[src/rtl/gcr_pkg.sv]
// Constants, register map and state codes of the gauge configuration bank.
// Assumes a byte-addressed host map with 16-bit register addresses.
package gcr_pkg;
    // Byte addresses; 16-bit fields are stored low byte first
    localparam logic [15:0] ADDR_SLOPE_LO = 16'h1008;
    localparam logic [15:0] ADDR_SLOPE_HI = 16'h1009;
    localparam logic [15:0] ADDR_CTRL_B0  = 16'h1100;
    localparam logic [15:0] ADDR_CTRL_B1  = 16'h1101;
    localparam logic [15:0] ADDR_CTRL_B2  = 16'h1102;
    localparam logic [15:0] ADDR_CTRL_B3  = 16'h1103;
    localparam logic [15:0] ADDR_SEL_B0   = 16'h1200;
    localparam logic [15:0] ADDR_SEL_B1   = 16'h1201;
    // Slope default 0.001 %/s at 0.00005 %/s per step = 20 steps
    localparam logic [15:0] SLOPE_RESET   = 16'h0014;
    // Control word: implemented bits and their reset value
    localparam logic [31:0] CTRL_MASK     = 32'h000c_fc8f;
    localparam logic [31:0] CTRL_RESET    = 32'h000c_fc8f;
    localparam int          BIT_PACK_V    = 0;
    localparam int          BIT_PACK_I    = 1;
    localparam int          BIT_CELL_I    = 2;
    localparam int          BIT_COULOMB   = 3;
    localparam int          BIT_HEALTH    = 7;
    localparam int          BIT_CHG_CC    = 10;
    localparam int          BIT_CHG_END   = 11;
    localparam int          BIT_CHG_CV    = 12;
    localparam int          BIT_DIS_AVG   = 13;
    localparam int          BIT_DIS_END   = 14;
    localparam int          BIT_DIS_CONT  = 15;
    localparam int          BIT_PCHG      = 18;
    localparam int          BIT_PDIS      = 19;
    // Sensor selectors: seven cells, two bits each, stored value 0 = sensor 1
    localparam int          CELLS         = 7;
    localparam int          SEL_W         = 2;
    localparam logic [13:0] SEL_RESET     = 14'h0000;
    localparam logic [2:0]  SENSOR_OFFSET = 3'h1;
    localparam logic [7:0]  UNMAPPED_RD   = 8'h00;
    localparam logic [2:0]  LAST_BIT      = 3'h7;
    // Host serial slave states
    typedef enum logic [3:0] {
        ST_IDLE = 4'h0,
        ST_DEV  = 4'h1,
        ST_HI   = 4'h2,
        ST_LO   = 4'h3,
        ST_WR   = 4'h4,
        ST_ACK  = 4'h5,
        ST_RD   = 4'h6,
        ST_RACK = 4'h7
    } gcr_state_e;
endpackage : gcr_pkg

[src/rtl/gcr_if.sv]
// Byte access path and decoded fields between serial slave and register file.
// Assumes both ends run on sys_clk.
`timescale 1ns/1ps
`default_nettype none
interface gcr_if;
    logic        wr_en;
    logic [15:0] wr_addr;
    logic [7:0]  wdata;
    logic [15:0] rd_addr;
    logic [7:0]  rdata;
    logic [15:0] slope;
    logic [31:0] ctrl;
    logic [13:0] sel;
    modport host (output wr_en, wr_addr, wdata, rd_addr,
                  input rdata, slope, ctrl, sel);
    modport regs (input wr_en, wr_addr, wdata, rd_addr,
                  output rdata, slope, ctrl, sel);
endinterface : gcr_if
`default_nettype wire

[src/rtl/gcr_regfile.sv]
// Configuration storage: slope limit, control word and sensor selectors.
// Assumes single-byte writes and a registered byte read port.
`timescale 1ns/1ps
`default_nettype none
module gcr_regfile (
    input  wire logic sys_clk,
    input  wire logic rst_n,
    gcr_if.regs       bus
);
    logic [15:0] slope;
    logic [31:0] ctrl;
    logic [13:0] sel;
    // Byte writes; unimplemented bits and addresses are dropped
    always_ff @(posedge sys_clk)
    begin
        if (!rst_n)
        begin
            slope <= gcr_pkg::SLOPE_RESET;
            ctrl  <= gcr_pkg::CTRL_RESET;
            sel   <= gcr_pkg::SEL_RESET;
        end
        else if (bus.wr_en)
        begin
            case (bus.wr_addr)
                gcr_pkg::ADDR_SLOPE_LO: slope[7:0]   <= bus.wdata;
                gcr_pkg::ADDR_SLOPE_HI: slope[15:8]  <= bus.wdata;
                gcr_pkg::ADDR_CTRL_B0:  ctrl[7:0]    <= bus.wdata & gcr_pkg::CTRL_MASK[7:0];
                gcr_pkg::ADDR_CTRL_B1:  ctrl[15:8]   <= bus.wdata & gcr_pkg::CTRL_MASK[15:8];
                gcr_pkg::ADDR_CTRL_B2:  ctrl[23:16]  <= bus.wdata & gcr_pkg::CTRL_MASK[23:16];
                gcr_pkg::ADDR_CTRL_B3:  ctrl[31:24]  <= bus.wdata & gcr_pkg::CTRL_MASK[31:24];
                gcr_pkg::ADDR_SEL_B0:   sel[7:0]     <= bus.wdata;
                gcr_pkg::ADDR_SEL_B1:   sel[13:8]    <= bus.wdata[5:0];
                default:                slope        <= slope;
            endcase
        end
    end

    // Registered read; unmapped bytes read zero
    always_ff @(posedge sys_clk)
    begin
        if (!rst_n)
            bus.rdata <= gcr_pkg::UNMAPPED_RD;
        else
        begin
            case (bus.rd_addr)
                gcr_pkg::ADDR_SLOPE_LO: bus.rdata <= slope[7:0];
                gcr_pkg::ADDR_SLOPE_HI: bus.rdata <= slope[15:8];
                gcr_pkg::ADDR_CTRL_B0:  bus.rdata <= ctrl[7:0];
                gcr_pkg::ADDR_CTRL_B1:  bus.rdata <= ctrl[15:8];
                gcr_pkg::ADDR_CTRL_B2:  bus.rdata <= ctrl[23:16];
                gcr_pkg::ADDR_CTRL_B3:  bus.rdata <= ctrl[31:24];
                gcr_pkg::ADDR_SEL_B0:   bus.rdata <= sel[7:0];
                gcr_pkg::ADDR_SEL_B1:   bus.rdata <= {2'h0, sel[13:8]};
                default:                bus.rdata <= gcr_pkg::UNMAPPED_RD;
            endcase
        end
    end

    assign bus.slope = slope;
    assign bus.ctrl  = ctrl;
    assign bus.sel   = sel;
endmodule : gcr_regfile
`default_nettype wire

[src/rtl/gcr_sync.sv]
// Two-flop synchronisers for asynchronous pin inputs, one per bit.
// Assumes idle-high lines (open-drain bus), so reset value is 1.
`timescale 1ns/1ps
`default_nettype none
module gcr_sync #(
    parameter int W = 2
) (
    input  wire logic         sys_clk,
    input  wire logic         rst_n,
    input  wire logic [W-1:0] d,
    output var  logic [W-1:0] q
);
    if (W < 1)
    begin : g_bad_w
        $error("W must be at least 1");
    end
    // First stage feeds only the second stage
    for (genvar i = 0; i < W; i++)
    begin : g_bit
        logic meta;
        always_ff @(posedge sys_clk)
        begin
            if (!rst_n)
            begin
                meta <= 1'b1;
                q[i] <= 1'b1;
            end
            else
            begin
                meta <= d[i];
                q[i] <= meta;
            end
        end
    end
endmodule : gcr_sync
`default_nettype wire

[src/rtl/gcr_top.sv]
// Gauge configuration bank behind a two-wire serial host port.
// Assumes the host drives the serial clock well below sys_clk / 8 and
// pulls both lines up externally; no clock stretching is done.
`timescale 1ns/1ps
`default_nettype none
// Functional notes
// - Rest slope limit is 16 bits at 0x1008, step 0.00005 %/s, default 0.001.
// - Control word bit 0 enables pack voltage input, reset 1.
// - Control word bit 1 enables pack current input, reset 1.
// - Control word bit 2 enables per-cell current inputs, reset 1.
// - Control word bit 3 enables coulomb counting input, reset 1.
// - Control word bit 10 enables constant-current charge learning, reset 1.
// - Control word bit 11 enables charge termination current learning, reset 1.
// - Control word bit 12 enables constant-voltage charge learning, reset 1.
// - Control word bit 13 enables average discharge current learning, reset 1.
// - Control word bit 14 enables discharge termination current learning, reset 1.
// - Control word bit 15 enables continuous discharge termination learning, reset 1.
// - Control word bit 18 gives charge-power indicator default, reset 1.
// - Control word bit 19 gives discharge-power indicator default, reset 1.
// - Each selector is two bits; sensor number is value plus one; default sensor 1.
// - Cells 1 to 4 selectors sit in byte 0x1200, low pairs first.
// - Cells 5 to 7 selectors sit in bits 5:0 of byte 0x1201.
module gcr_top #(
    parameter logic [6:0] DEV_ADDR = 7'h08  // Arbitrary bus address
) (
    input  wire logic                            sys_clk,
    input  wire logic                            rst_n,
    input  wire logic                            scl_in,
    input  wire logic                            sda_in,
    output var  logic                            sda_out,
    output var  logic                            sda_oe,
    output var  logic [15:0]                     rest_soc_slope_limit,
    output var  logic                            pack_voltage_input_enable,
    output var  logic                            pack_current_input_enable,
    output var  logic                            cell_current_input_enable,
    output var  logic                            charge_counter_input_enable,
    output var  logic                            health_learning_enable,
    output var  logic                            charge_constant_current_learn_enable,
    output var  logic                            charge_termination_learn_enable,
    output var  logic                            charge_constant_voltage_learn_enable,
    output var  logic                            discharge_average_learn_enable,
    output var  logic                            discharge_termination_learn_enable,
    output var  logic                            discharge_termination_continuous_enable,
    output var  logic                            charge_power_indicator_default,
    output var  logic                            discharge_power_indicator_default,
    output var  logic [gcr_pkg::CELLS-1:0][1:0] cell_sensor_select,
    output var  logic [gcr_pkg::CELLS-1:0][2:0] cell_sensor_number
);
    // Refuse a reserved or ten-bit style bus address
    if (DEV_ADDR < 7'h08 || DEV_ADDR > 7'h77)
    begin : g_bad_addr
        $error("DEV_ADDR outside the usable 7-bit range");
    end

    gcr_if bus ();

    gcr_pkg::gcr_state_e state;
    gcr_pkg::gcr_state_e after_ack;
    logic [1:0]          pins_s;
    logic                scl_s;
    logic                sda_s;
    logic                scl_d;
    logic                sda_d;
    logic                scl_rise;
    logic                scl_fall;
    logic                start_det;
    logic                stop_det;
    logic [7:0]          shreg;
    logic [2:0]          bit_cnt;
    logic                byte_done;
    logic                nack;
    logic [15:0]         ptr;
    logic                addr_match;
    logic                rx_state;
    logic                byte_end;

    // Pin synchronisers
    gcr_sync #(
        .W (2)
    ) u_sync (
        .sys_clk (sys_clk),
        .rst_n   (rst_n),
        .d       ({scl_in, sda_in}),
        .q       (pins_s)
    );

    assign scl_s = pins_s[1];
    assign sda_s = pins_s[0];

    // Previous synchronised levels for edge detection
    always_ff @(posedge sys_clk)
    begin
        if (!rst_n)
        begin
            scl_d <= 1'b1;
            sda_d <= 1'b1;
        end
        else
        begin
            scl_d <= scl_s;
            sda_d <= sda_s;
        end
    end

    // Line events
    assign scl_rise  = scl_s & ~scl_d;
    assign scl_fall  = ~scl_s & scl_d;
    assign start_det = scl_s & scl_d & sda_d & ~sda_s;
    assign stop_det  = scl_s & scl_d & ~sda_d & sda_s;

    // Byte decode helpers
    assign addr_match = (shreg[7:1] == DEV_ADDR);
    assign rx_state   = (state == gcr_pkg::ST_DEV) || (state == gcr_pkg::ST_HI) ||
                        (state == gcr_pkg::ST_LO) || (state == gcr_pkg::ST_WR);
    assign byte_end   = scl_fall & byte_done;

    // Transfer sequencing: address, pointer bytes, then data bytes
    always_ff @(posedge sys_clk)
    begin
        if (!rst_n)
        begin
            state     <= gcr_pkg::ST_IDLE;
            after_ack <= gcr_pkg::ST_IDLE;
        end
        else if (start_det)
            state <= gcr_pkg::ST_DEV;
        else if (stop_det)
            state <= gcr_pkg::ST_IDLE;
        else
        begin
            case (state)
                gcr_pkg::ST_DEV:
                begin
                    if (byte_end)
                    begin
                        state     <= addr_match ? gcr_pkg::ST_ACK : gcr_pkg::ST_IDLE;
                        after_ack <= shreg[0] ? gcr_pkg::ST_RD : gcr_pkg::ST_HI;
                    end
                end
                gcr_pkg::ST_HI:
                begin
                    if (byte_end)
                    begin
                        state     <= gcr_pkg::ST_ACK;
                        after_ack <= gcr_pkg::ST_LO;
                    end
                end
                gcr_pkg::ST_LO, gcr_pkg::ST_WR:
                begin
                    if (byte_end)
                    begin
                        state     <= gcr_pkg::ST_ACK;
                        after_ack <= gcr_pkg::ST_WR;
                    end
                end
                gcr_pkg::ST_ACK:
                begin
                    if (scl_fall)
                        state <= after_ack;
                end
                gcr_pkg::ST_RD:
                begin
                    if (byte_end)
                        state <= gcr_pkg::ST_RACK;
                end
                gcr_pkg::ST_RACK:
                begin
                    if (scl_fall)
                        state <= nack ? gcr_pkg::ST_IDLE : gcr_pkg::ST_RD;
                end
                gcr_pkg::ST_IDLE:
                    state <= gcr_pkg::ST_IDLE;
                default:
                    state <= gcr_pkg::ST_IDLE;
            endcase
        end
    end

    // Bit counter and byte-complete flag
    always_ff @(posedge sys_clk)
    begin
        if (!rst_n)
        begin
            bit_cnt   <= 3'h0;
            byte_done <= 1'b0;
        end
        else if (start_det || stop_det || byte_end)
        begin
            bit_cnt   <= 3'h0;
            byte_done <= 1'b0;
        end
        else if (scl_rise && (rx_state || state == gcr_pkg::ST_RD))
        begin
            bit_cnt   <= bit_cnt + 3'h1;
            byte_done <= (bit_cnt == gcr_pkg::LAST_BIT);
        end
    end

    // Shift register: samples on rising clock, reloads for reads
    always_ff @(posedge sys_clk)
    begin
        if (!rst_n)
            shreg <= 8'h00;
        else if (rx_state && scl_rise)
            shreg <= {shreg[6:0], sda_s};
        else if (scl_fall && state == gcr_pkg::ST_ACK && after_ack == gcr_pkg::ST_RD)
            shreg <= bus.rdata;
        else if (scl_fall && state == gcr_pkg::ST_RACK && !nack)
            shreg <= bus.rdata;
        else if (scl_fall && state == gcr_pkg::ST_RD && !byte_done)
            shreg <= {shreg[6:0], 1'b1};
    end

    // Host acknowledge of each read byte
    always_ff @(posedge sys_clk)
    begin
        if (!rst_n)
            nack <= 1'b1;
        else if (state == gcr_pkg::ST_RACK && scl_rise)
            nack <= sda_s;
    end

    // Register pointer: loaded from two address bytes, steps per data byte
    always_ff @(posedge sys_clk)
    begin
        if (!rst_n)
            ptr <= 16'h0000;
        else if (byte_end && state == gcr_pkg::ST_HI)
            ptr[15:8] <= shreg;
        else if (byte_end && state == gcr_pkg::ST_LO)
            ptr[7:0] <= shreg;
        else if (byte_end && (state == gcr_pkg::ST_WR || state == gcr_pkg::ST_RD))
            ptr <= ptr + 16'h0001;
    end

    // Byte write strobe to the register file
    always_ff @(posedge sys_clk)
    begin
        if (!rst_n)
        begin
            bus.wr_en   <= 1'b0;
            bus.wr_addr <= 16'h0000;
            bus.wdata   <= 8'h00;
        end
        else
        begin
            bus.wr_en   <= byte_end && (state == gcr_pkg::ST_WR);
            bus.wr_addr <= ptr;
            bus.wdata   <= shreg;
        end
    end

    assign bus.rd_addr = ptr;

    // Data line drive: acknowledge slots and read data bits
    always_ff @(posedge sys_clk)
    begin
        if (!rst_n)
            sda_oe <= 1'b0;
        else if (start_det || stop_det)
            sda_oe <= 1'b0;
        else if (scl_fall)
        begin
            case (state)
                gcr_pkg::ST_DEV:
                    sda_oe <= byte_done && addr_match;
                gcr_pkg::ST_HI, gcr_pkg::ST_LO, gcr_pkg::ST_WR:
                    sda_oe <= byte_done;
                gcr_pkg::ST_ACK:
                    sda_oe <= (after_ack == gcr_pkg::ST_RD) && !bus.rdata[7];
                gcr_pkg::ST_RD:
                    sda_oe <= !byte_done && !shreg[6];
                gcr_pkg::ST_RACK:
                    sda_oe <= !nack && !bus.rdata[7];
                default:
                    sda_oe <= 1'b0;
            endcase
        end
    end

    // Open-drain: only ever pulls low
    always_ff @(posedge sys_clk)
    begin
        if (!rst_n)
            sda_out <= 1'b0;
        else
            sda_out <= 1'b0;
    end

    gcr_regfile u_regs (
        .sys_clk (sys_clk),
        .rst_n   (rst_n),
        .bus     (bus)
    );

    // Field outputs, registered from the stored slope limit and control word
    always_ff @(posedge sys_clk)
    begin
        if (!rst_n)
        begin
            rest_soc_slope_limit                    <= gcr_pkg::SLOPE_RESET;
            pack_voltage_input_enable               <= gcr_pkg::CTRL_RESET[gcr_pkg::BIT_PACK_V];
            pack_current_input_enable               <= gcr_pkg::CTRL_RESET[gcr_pkg::BIT_PACK_I];
            cell_current_input_enable               <= gcr_pkg::CTRL_RESET[gcr_pkg::BIT_CELL_I];
            charge_counter_input_enable             <= gcr_pkg::CTRL_RESET[gcr_pkg::BIT_COULOMB];
            health_learning_enable                  <= gcr_pkg::CTRL_RESET[gcr_pkg::BIT_HEALTH];
            charge_constant_current_learn_enable    <= gcr_pkg::CTRL_RESET[gcr_pkg::BIT_CHG_CC];
            charge_termination_learn_enable         <= gcr_pkg::CTRL_RESET[gcr_pkg::BIT_CHG_END];
            charge_constant_voltage_learn_enable    <= gcr_pkg::CTRL_RESET[gcr_pkg::BIT_CHG_CV];
            discharge_average_learn_enable          <= gcr_pkg::CTRL_RESET[gcr_pkg::BIT_DIS_AVG];
            discharge_termination_learn_enable      <= gcr_pkg::CTRL_RESET[gcr_pkg::BIT_DIS_END];
            discharge_termination_continuous_enable <= gcr_pkg::CTRL_RESET[gcr_pkg::BIT_DIS_CONT];
            charge_power_indicator_default          <= gcr_pkg::CTRL_RESET[gcr_pkg::BIT_PCHG];
            discharge_power_indicator_default       <= gcr_pkg::CTRL_RESET[gcr_pkg::BIT_PDIS];
        end
        else
        begin
            rest_soc_slope_limit                    <= bus.slope;
            pack_voltage_input_enable               <= bus.ctrl[gcr_pkg::BIT_PACK_V];
            pack_current_input_enable               <= bus.ctrl[gcr_pkg::BIT_PACK_I];
            cell_current_input_enable               <= bus.ctrl[gcr_pkg::BIT_CELL_I];
            charge_counter_input_enable             <= bus.ctrl[gcr_pkg::BIT_COULOMB];
            health_learning_enable                  <= bus.ctrl[gcr_pkg::BIT_HEALTH];
            charge_constant_current_learn_enable    <= bus.ctrl[gcr_pkg::BIT_CHG_CC];
            charge_termination_learn_enable         <= bus.ctrl[gcr_pkg::BIT_CHG_END];
            charge_constant_voltage_learn_enable    <= bus.ctrl[gcr_pkg::BIT_CHG_CV];
            discharge_average_learn_enable          <= bus.ctrl[gcr_pkg::BIT_DIS_AVG];
            discharge_termination_learn_enable      <= bus.ctrl[gcr_pkg::BIT_DIS_END];
            discharge_termination_continuous_enable <= bus.ctrl[gcr_pkg::BIT_DIS_CONT];
            charge_power_indicator_default          <= bus.ctrl[gcr_pkg::BIT_PCHG];
            discharge_power_indicator_default       <= bus.ctrl[gcr_pkg::BIT_PDIS];
        end
    end

    // Per-cell selector and decoded sensor number (value plus one)
    for (genvar c = 0; c < gcr_pkg::CELLS; c++)
    begin : g_cell
        always_ff @(posedge sys_clk)
        begin
            if (!rst_n)
            begin
                cell_sensor_select[c] <= gcr_pkg::SEL_RESET[c*gcr_pkg::SEL_W +: 2];
                cell_sensor_number[c] <= gcr_pkg::SENSOR_OFFSET;
            end
            else
            begin
                cell_sensor_select[c] <= bus.sel[c*gcr_pkg::SEL_W +: 2];
                cell_sensor_number[c] <= {1'b0, bus.sel[c*gcr_pkg::SEL_W +: 2]}
                                         + gcr_pkg::SENSOR_OFFSET;
            end
        end
    end
endmodule : gcr_top
`default_nettype wire

[config.mk]
export PLATFORM = sky130hd
export DESIGN_NAME = gcr_top
export DESIGN_NICKNAME = d
export VERILOG_FILES = /design/src/rtl/gcr_pkg.sv /design/src/rtl/gcr_if.sv /design/src/rtl/gcr_regfile.sv /design/src/rtl/gcr_sync.sv /design/src/rtl/gcr_top.sv
export SDC_FILE = /design/constraint.sdc
export NUM_CORES = 1
export LEC_CHECK = 0
export BUFFER_PORTS_ARGS = -buffer_cell sky130_fd_sc_hd__buf_2
export CAP_MARGIN = 20
export CORE_MARGIN = 5
export CORE_UTILIZATION = 45
export CTS_CLUSTER_SIZE = 30
export DETAILED_ROUTE_END_ITERATION = 10
export GPL_TIMING_DRIVEN = 0
export PLACE_DENSITY_LB_ADDON = 0.08
export SLEW_MARGIN = 10
export SYNTH_ARGS = -nofsm -noshare
export SYNTH_HDL_FRONTEND = slang
export SYNTH_SLANG_ARGS = --single-unit
[constraint.sdc]
create_clock -name sys_clk -period 3.4 [get_ports sys_clk]
set_input_delay 0.51 -clock sys_clk [delete_from_list [all_inputs] [get_ports sys_clk]]
set_output_delay 0.51 -clock sys_clk [all_outputs]
set_load 0.02 [all_outputs]
==> reports/qor.yml, run 1 <==
gp_congestion: 0.962
switchingPower_w: 0.000957
fin_crit_ns: 2.45
worstSetupPathType: "reg2reg"
grt_use_total: 0.204
wl_per_cell_um: 17.8
fin_nets: 819
drt-initial-drc-count: 474
syn2layout_area_growth_pct: 16.6
reg2reg_depth: 6
grt_overflow_total: 0
yosysWarnings: 0
fill_cells: 1404
endpoint_kind: "register"
synth_top_cells_by_area: "dfxtp_1, mux2i_1, nand2_1"
tightest_slew_ns: 1.03
seqPwrFrac: 0.521
drc_errors: 0
cp-start-kind: "register"
insertion_delay_ns: 0.43
vdd_ir_drop_max_mv: 0.363
synth_compound_area_frac: 0.119
placedCellCount: 971
required_ns: 3.73
synth_top_family_by_area: "simple AND/OR/NAND/NOR gates"
core_um2: 15100
setup_viol: 0
finalCritPeriodShare: 0.721
total_leakage_power_nw: 3.39
arrival_ns: 2.79
p_sw_frac: 0.232
cp_slowest_cell: "nor4b_1"
synthMuxAreaShare: 0.0741
root_buffer: "clkbuf_16"
cpPeakStageDelay_ns: 0.78
slew_headroom: 0.302
grt_pass1_wl_mm: 29.1
die_y_um: 134
syn_inst: 715
combinationalPowerShare: 0.022
synth_xor_area_frac: 0.00632
path_cells: "clkbuf_1 > nor4b_1 > a211oi_1 > nor3_1 > o2111ai_2 > a21oi_1"
path_delay_family: "simple AND/OR/NAND/NOR gates"
synth_cell_types: 67
clock-sinks: 182
layout_commonest_cell: "dfxtp_1"
path_depth: 6
mappedNetlistArea_um2: 6930
cts_hold_buf: 0
synth_ff_type: "dfxtp_1"
clockBufferDepth: 2
clock_skew_ns: 0.00953
port_buffers: 68
cts_htree_levels: 4
fin_cells: 1003
maxCapViolations: 0
cts.clk_slew.worst_paths_ns: 0.07
critPathMaxFanout: 10
diodes: 0
routed_wirelength_mm: 17.8
final_max_slew_viol_count: 0
first_global_vias: 5460
critical_path_buf_inv_count: 1
drive_gt1_frac: 0.148
hold_violations: 0
cts_tree: "done"
vias_per_cell: 5.46
first_pass_iters: 5
powerDensity_nw_per_um2: 511
min-delay-start: "scl_in"
layout_common_cells: "dfxtp_1, buf_2, nand2_1, mux2i_1, inv_1"
yosysTopAreaCell: "dfxtp_1"
clkPwrFrac: 0.458
synth.avg_cell_area_um2: 9.69
syn_nets: 732
row_count: 45
startpoint: "bus.rd_addr[9]$_SDFFE_PN0P_"
hold_path.class: "in2reg"
ys_ff_latch: 182
max_freq_ghz: 0.408
cts_buffers: 17
synth_edf_count: 0
num_vias: 5478
ys_seq_area_frac: 0.526
r2r-end: "u_regs.bus.rdata[2]$_SDFF_PN0_"
rsz0062_at_grt: "false"
start_util: 0.457
status: "complete, no violations"
ant_nets: 0
internal-power_w: 0.00317
die_x_um: 134
ys_async_sr_fraction: 0
tns_ns: 0
reg2reg_from: "bus.rd_addr[9]$_SDFFE_PN0P_"
r2r_setup_slack_ns: 0.95
ios: 70
post_cts_resized: 0
crit_end: "u_regs.bus.rdata[2]$_SDFF_PN0_"
synth.top_cell.area_share: 0.526
synth-simple-area-share: 0.207
post_cts_buffers: 0
synthAdderAreaFrac: 0.0235
antenna_found_initial: 0
dpl.hpwl_mm: 12.9
fp.dieArea_um2: 18000
grt_max_degree: 18
Yosys cell counts (6+ instances only):
cell,n
dfxtp_1,182
nand2_1,71
mux2i_1,49
inv_1,41
a21oi_1,39
and2_1,39
nor2_1,34
o21ai_0,31
clkbuf_1,27
nand2b_1,26
nand3_1,15
a22oi_1,13
ha_1,13
nor3_1,13
nor4_1,8
nand3b_1,7
a22o_1,6
nor2b_1,6
worst min path at each step:
stage / endpoint / cells after the start / slack, ns
finish: u_sync.g_bit[1].meta$_SDFF_PN1_ / 2 / 0.27
CTS: u_sync.g_bit[1].meta$_SDFF_PN1_ / 2 / 0.25
global placement: u_sync.q[1]$_SDFF_PN1_ / 1 / 0.39
floorplan: u_sync.q[0]$_SDFF_PN1_ / 1 / 0.39
detailed placement: u_sync.q[1]$_SDFF_PN1_ / 1 / 0.40
global route: u_sync.g_bit[1].meta$_SDFF_PN1_ / 2 / 0.26
stage by stage:
| step | setup slack, ns | hold slack, ns | cell area, µm² | total power (W) | utilization |
|---|---|---|---|---|---|
| after floorplan | 1.60 | 0.386 | 6930 | 0.00225 | - |
| after global placement | 1.06 | 0.390 | 7500 | 0.00228 | 0.495 |
| after global routing | 0.774 | 0.256 | 8070 | 0.00427 | 0.533 |
| after CTS | 1.02 | 0.251 | 8070 | 0.00415 | 0.533 |
| final | 0.949 | 0.268 | 8070 | 0.00412 | 0.533 |
| after detailed placement | 1.06 | 0.396 | 7500 | 0.00228 | 0.495 |
layout make-up:
cell class                 count  area (µm²)  share of cell area
clock buffer                  19         453              0.0561
timing repair buffer          68         340              0.0422
sequential                   182        3640               0.451
multi-input combinational    456        2980               0.369
inverter                      41         154              0.0191
buffer                        36         149              0.0184
tap                          188         235              0.0291
clock inverter                13         120              0.0149
cell families (layout without fill, tap and decap cells):
family,Yosys count,count (layout)
compound gates,128,128
fa+ha+maj,13,13
mux,51,51
flops,182,182
simple gates,258,258
other cells,1,1
xor+xnor,5,5
buf+inv,77,177
worst reg2reg max path, stage by stage (launching register included):
cell and delay [ns]:
dfxtp_1 0.34, clkbuf_1 0.27, nor4b_1 0.78, a211oi_1 0.17
nor3_1 0.20, o2111ai_2 0.30, a21oi_1 0.29
power by group through the flow:
stage	Clock [W]	Combinational, W	Sequential [W]
2_1_floorplan	0	0.0000580	0.00219
3_3_place_gp	0	0.0000866	0.00220
3_5_place_dp	0	0.0000882	0.00220
4_1_cts	0.00192	0.0000887	0.00215
5_1_grt	0.00203	0.0000970	0.00215
6_report	0.00189	0.0000892	0.00215
flip-flops by register name, indices dropped and copies added, names as in the netlist, 8 cells and up:
name,cells
cell_sensor_number,21
cell_sensor_select,14
u_regs.bus.ctrl,13
u_regs.bus.slope,16
bus.rd_addr,16
bus.wr_addr,16
u_regs.bus.rdata,8
rest_soc_slope_limit,16
shreg,8
u_regs.bus.sel,14
bus.wdata,8
routing by layer:
metal,global-route usage,wire length [µm],up-vias
met5,0,0,-
li1,-,-,2664
met3,0.0480,973,29
met1,0.278,8380,2619
met4,0.0577,282,0
met2,0.327,8170,166
(Power assumes the default switching activity.)
==> inputs of run 2 (changes only) <==
==> constraint.sdc (replaced) <==
create_clock -name sys_clk -period 1.99 [get_ports sys_clk]
set_input_delay 0.2985 -clock sys_clk [delete_from_list [all_inputs] [get_ports sys_clk]]
set_output_delay 0.2985 -clock sys_clk [all_outputs]
set_load 0.02 [all_outputs]
==> reports/qor.yml, run 2 (synthesized netlist as in run 1, its figures left out) <==
status: "complete, no violations"
pre_cts_slack_ns: -0.353  # -1.41 ns
die_y_um: 134  # unchanged
insertion_delay_ns: 0.44  # about the same
maxCapViolations: 0  # unchanged
hold_path.class: "in2reg"
reg2reg_depth: 5  # -1
drive_gt1_frac: 0.200  # +0.0518
cts_buffers: 17  # unchanged
worst_slack_ns: 0.0359  # -0.913 ns
clockBufferDepth: 2  # unchanged
cp-start-kind: "register"
drt-initial-drc-count: 482  # +1.7%
fin_nets: 828  # +1.1%
clock-sinks: 182  # unchanged
layout_commonest_cell: "dfxtp_1"
largest-register: "cell_sensor_number"
clock_skew_ns: 0.0146  # +0.00505 ns
cts_htree_levels: 4  # unchanged
p_total_w: 0.00709  # +72%
cts_tree: "done"
fp.dieArea_um2: 18000  # unchanged
setup_viol: 0  # unchanged
fin_crit_ns: 1.95  # -0.497 ns
drc_errors: 0  # unchanged
max_freq_ghz: 0.512  # +25%
tns_ns: 0  # unchanged
finalCritPeriodShare: 0.982  # +0.261
num_vias: 5596  # +2.2%
total_leakage_power_nw: 3.50  # +3.1%
dpl.hpwl_mm: 12.9  # unchanged
antenna_found_initial: 0  # unchanged
rsz0062_at_grt: "true"
whs_ns: 0.0475  # -0.221 ns
holdPathStages: 2  # unchanged
grt_overflow_total: 0  # unchanged
gp_congestion: 0.962  # unchanged
port_buffers: 68  # unchanged
largest_reg_flops: 21  # unchanged
fill_cells: 1386  # -1.3%
arrival_ns: 2.31  # -0.48 ns
path_depth: 5  # -1
final_max_slew_viol_count: 0  # unchanged
cts.clk_slew.worst_paths_ns: 0.07  # about the same
routed_wirelength_mm: 18.1  # +1.8%
slew_headroom: 0.496  # +0.195
layout_common_cells: "dfxtp_1, buf_2, nand2_1, mux2i_1, inv_1"
critical_path_buf_inv_count: 0  # -1
ant_nets: 0  # unchanged
diodes: 0  # unchanged
path_cells: "nor2b_1 > and2_0 > and3_2 > nand2_1 > a21oi_2"
hold_violations: 0  # unchanged
endpoint_kind: "register"
row_count: 45  # unchanged
worstSetupPathType: "reg2reg"
powerDensity_nw_per_um2: 850  # +66%
grt_max_degree: 18  # unchanged
cp_slowest_cell: "and2_0"
start_util: 0.457  # unchanged
grt_use_total: 0.206  # +0.00152
die_x_um: 134  # unchanged
ios: 70  # unchanged
required_ns: 2.35  # -1.38 ns
vdd_ir_drop_max_mv: 0.627  # +73%
root_buffer: "clkbuf_16"
core_um2: 15100  # unchanged
wl_per_cell_um: 17.9  # +0.91%
path_delay_family: "simple AND/OR/NAND/NOR gates"
first_global_vias: 5528  # +1.2%
syn2layout_area_growth_pct: 20.4
tightest_slew_ns: 0.756  # -0.277 ns
grt_pass1_wl_mm: 29.4  # +0.76%
first_pass_iters: 5  # unchanged
vias_per_cell: 5.53  # +1.2%
final_util: 0.551  # +0.0175
cpPeakStageDelay_ns: 0.46  # -0.32 ns
critPathMaxFanout: 6  # -4
==> run 2: changes by cell type in the layout (fill, tap and decap cells not counted), sizes merged <==
cell / change
buf: +9
==> run 2: repair_timing <==
item,4_1_cts,5_1_grt
resized for setup,35,15
hold buffers,0,0
endpoints found under the setup margin,49,41
setup buffers,5,5
pin swaps,6,10
endpoints found under the hold margin,0,0
==> run 2: power breakdown <==
group / leakage [nW] / switching (W) / total, W / internal, W
combinational: 1.74 / 0.000115 / 0.000182 / 0.0000673
clock: 0.282 / 0.00153 / 0.00324 / 0.00171
sequential: 1.47 / 0.0000131 / 0.00367 / 0.00365
total: 3.50 / 0.00166 / 0.00709 / 0.00543
==> run 2: area by class of cell <==
type / count / area [µm²] / area share
Sequential cell: 182 / 3650 / 0.438
Multi-Input combinational cell: 456 / 3100 / 0.372
Clock buffer: 19 / 453 / 0.0543
Timing Repair Buffer: 78 / 453 / 0.0543
Tap cell: 188 / 235 / 0.0282
Buffer: 35 / 166 / 0.0200
Inverter: 41 / 154 / 0.0185
Clock inverter: 13 / 120 / 0.0144
==> run 2: path summary, 6_finish.rpt <==
path	startpoint	to	slack, ns
worst max-delay path	bus.rd_addr[3]$_SDFFE_PN0P_	u_regs.bus.rdata[2]$_SDFF_PN0_	0.04
worst min-delay path	scl_in	u_sync.g_bit[1].meta$_SDFF_PN1_	0.05
worst max register to register	bus.rd_addr[3]$_SDFFE_PN0P_	u_regs.bus.rdata[2]$_SDFF_PN0_	0.04
worst min register to register	u_sync.g_bit[1].meta$_SDFF_PN1_	u_sync.q[1]$_SDFF_PN1_	0.41
==> run 2: routing by layer <==
| layer | global-route usage | wire length [µm] |
|---|---|---|
| met5 | 0 | 0 |
| met2 | 0.330 | 8420 |
| met4 | 0.0600 | 248 |
| met1 | 0.278 | 8300 |
| met3 | 0.0480 | 1160 |
==> run 2: per-stage QoR <==
| step | instance area (µm²) | instances |
|---|---|---|
| after floorplan | 6930 | 715 |
| after global placement | 7500 | 971 |
| after detailed placement | 7500 | 971 |
| after CTS | 8260 | 1007 |
| after global routing | 8340 | 1012 |
| final | 8340 | 1012 |
==> inputs of run 3 (changes only) <==
--- a/config.mk
+++ b/config.mk
@@ -12,6 +12,7 @@
 export CTS_CLUSTER_SIZE = 30
 export DETAILED_ROUTE_END_ITERATION = 10
 export GPL_TIMING_DRIVEN = 0
+export MAX_ROUTING_LAYER = met4
 export PLACE_DENSITY_LB_ADDON = 0.08
 export SLEW_MARGIN = 10
 export SYNTH_ARGS = -nofsm -noshare
==> reports/qor.yml, run 3 (synthesized netlist as in run 1, its figures left out) <==
grt_use_total: 0.220  # +0.0148
slew_headroom: 0.533  # +0.0367
insertion_delay_ns: 0.43  # about the same
combinationalPowerShare: 0.025  # about the same
grt_max_degree: 17  # -1
ant_nets: 0  # unchanged
fp.dieArea_um2: 18000  # unchanged
gp_congestion: 0.905  # -5.9%
seqPwrFrac: 0.511  # -0.006
clockBufferDepth: 2  # unchanged
arrival_ns: 2.32  # about the same
dpl.hpwl_mm: 13.5  # +4.2%
layout_commonest_cell: "dfxtp_1"
finalCritPeriodShare: 0.993  # +0.0113
cts_buffers: 17  # unchanged
finish.instance_area_um2: 8420  # +1.0%
hold_path.class: "in2reg"
tightest_slew_ns: 0.700  # -0.0551 ns
p_sw_frac: 0.217  # -0.0170
worst_slack_ns: 0.0133  # -0.0226 ns
start_util: 0.457  # unchanged
status: "complete, no violations"
powerDensity_nw_per_um2: 852  # +0.24%
pre_cts_slack_ns: -0.369  # -0.0161 ns
num_vias: 5552  # -0.79%
max_freq_ghz: 0.506  # -1.1%
largest_reg_flops: 21  # unchanged
setup_viol: 0  # unchanged
drc_errors: 0  # unchanged
ios: 70  # unchanged
wl_per_cell_um: 18.5  # +3.2%
p_total_w: 0.00718  # +1.3%
routed_wirelength_mm: 18.7  # +3.2%
maxCapViolations: 0  # unchanged
root_buffer: "clkbuf_16"
cts_hold_buf: 0  # unchanged
cts_htree_levels: 4  # unchanged
cp-start-kind: "register"
total_leakage_power_nw: 3.50  # +0.14%
vias_per_cell: 5.49  # -0.79%
required_ns: 2.34  # about the same
layout_common_cells: "dfxtp_1, buf_2, nand2_1, mux2i_1, inv_1"
fin_nets: 828  # unchanged
die_y_um: 134  # unchanged
syn2layout_area_growth_pct: 21.6
port_buffers: 68  # unchanged
critPathMaxFanout: 8  # +2
grt_overflow_total: 0  # unchanged
drt-initial-drc-count: 524  # +8.7%
clock_skew_ns: 0.00921  # -0.00537 ns
worstSetupPathType: "reg2reg"
antenna_found_initial: 0  # unchanged
drive_gt1_frac: 0.209  # +0.00850
placed_area_um2: 7500  # unchanged
cts.clk_slew.worst_paths_ns: 0.07  # about the same
first_pass_iters: 6  # +1
hold_violations: 0  # unchanged
clock-sinks: 182  # unchanged
clkPwrFrac: 0.464  # +0.007
diodes: 0  # unchanged
row_count: 45  # unchanged
switchingPower_w: 0.00156  # -6.1%
internal-power_w: 0.00562  # +3.5%
largest-register: "cell_sensor_number"
die_x_um: 134  # unchanged
core_um2: 15100  # unchanged
tns_ns: 0  # unchanged
vdd_ir_drop_max_mv: 0.578  # -7.7%
cts_tree: "done"
rsz0062_at_grt: "true"
final_max_slew_viol_count: 0  # unchanged
whs_ns: 0.0494  # +0.00188 ns
first_global_vias: 5448  # -1.4%
fin_crit_ns: 1.98  # +0.0226 ns
grt_pass1_wl_mm: 30.0  # +2.3%
endpoint_kind: "register"
run 3: cell types whose count changed in the layout (fill, tap and decap cells not counted), sizes merged:
cell	change
buf	+1
clkinv	-4
clkbuf	+3
bufinv	+1
inv	-2
clkinvlp	+1
run 3: metal layers:
| metal | track usage | wire [µm] | share of wire | vias up |
|---|---|---|---|---|
| li1 | - | - | - | 2674 |
| met5 | - | 0 | 0 | - |
| met1 | 0.298 | 8720 | 0.47 | 2670 |
| met4 | 0.0662 | 282 | 0.015 | 0 |
| met2 | 0.327 | 8500 | 0.45 | 186 |
| met3 | 0.0578 | 1210 | 0.065 | 22 |
run 3: area by class of cell:
cell class | count | area [µm²]
Buffer | 35 | 166
Clock buffer | 23 | 498
Clock inverter | 9 | 90.1
Fill cell | 1349 | 6720
Inverter | 41 | 154
Multi-Input combinational cell | 456 | 3160
Sequential cell | 182 | 3660
Tap cell | 188 | 235
Timing Repair Buffer | 78 | 465
run 3: critical path: stages (launching register included):
cell and delay (ns):
dfxtp_2 0.35, or4b_4 0.55, nor4_4 0.36, buf_6 0.18
o2111ai_4 0.24, a21oi_2 0.23
run 3: worst paths after layout:
check,start,end,slack [ns],cells past startpoint
setup / recovery,bus.rd_addr[11]$_SDFFE_PN0P_,u_regs.bus.rdata[2]$_SDFF_PN0_,0.01,5
hold / removal,sda_in,u_sync.g_bit[0].meta$_SDFF_PN1_,0.05,2
setup reg to reg,bus.rd_addr[11]$_SDFFE_PN0P_,u_regs.bus.rdata[2]$_SDFF_PN0_,0.01,5
hold reg to reg,u_sync.g_bit[1].meta$_SDFF_PN1_,u_sync.q[1]$_SDFF_PN1_,0.41,1
run 3: repair_timing:
item	in CTS	in global routing
buffers inserted	6	4
pin swaps	6	10
endpoints found under the setup margin	45	56
gates resized for setup	31	33
run 3: per-stage QoR:
step / util / instances
floorplan: - / 715
global placement: 0.495 / 971
detailed placement: 0.495 / 971
CTS: 0.547 / 1008
global route: 0.556 / 1012
finish: 0.556 / 1012
run 3: power by group through the flow:
stage	sequential (W)	clock (W)	combinational [W]
detailed placement	0.00375	0	0.000152
global route	0.00367	0.00355	0.000195
CTS	0.00367	0.00339	0.000173
global placement	0.00375	0	0.000150
finish	0.00367	0.00333	0.000180
floorplan	0.00375	0	0.0000992
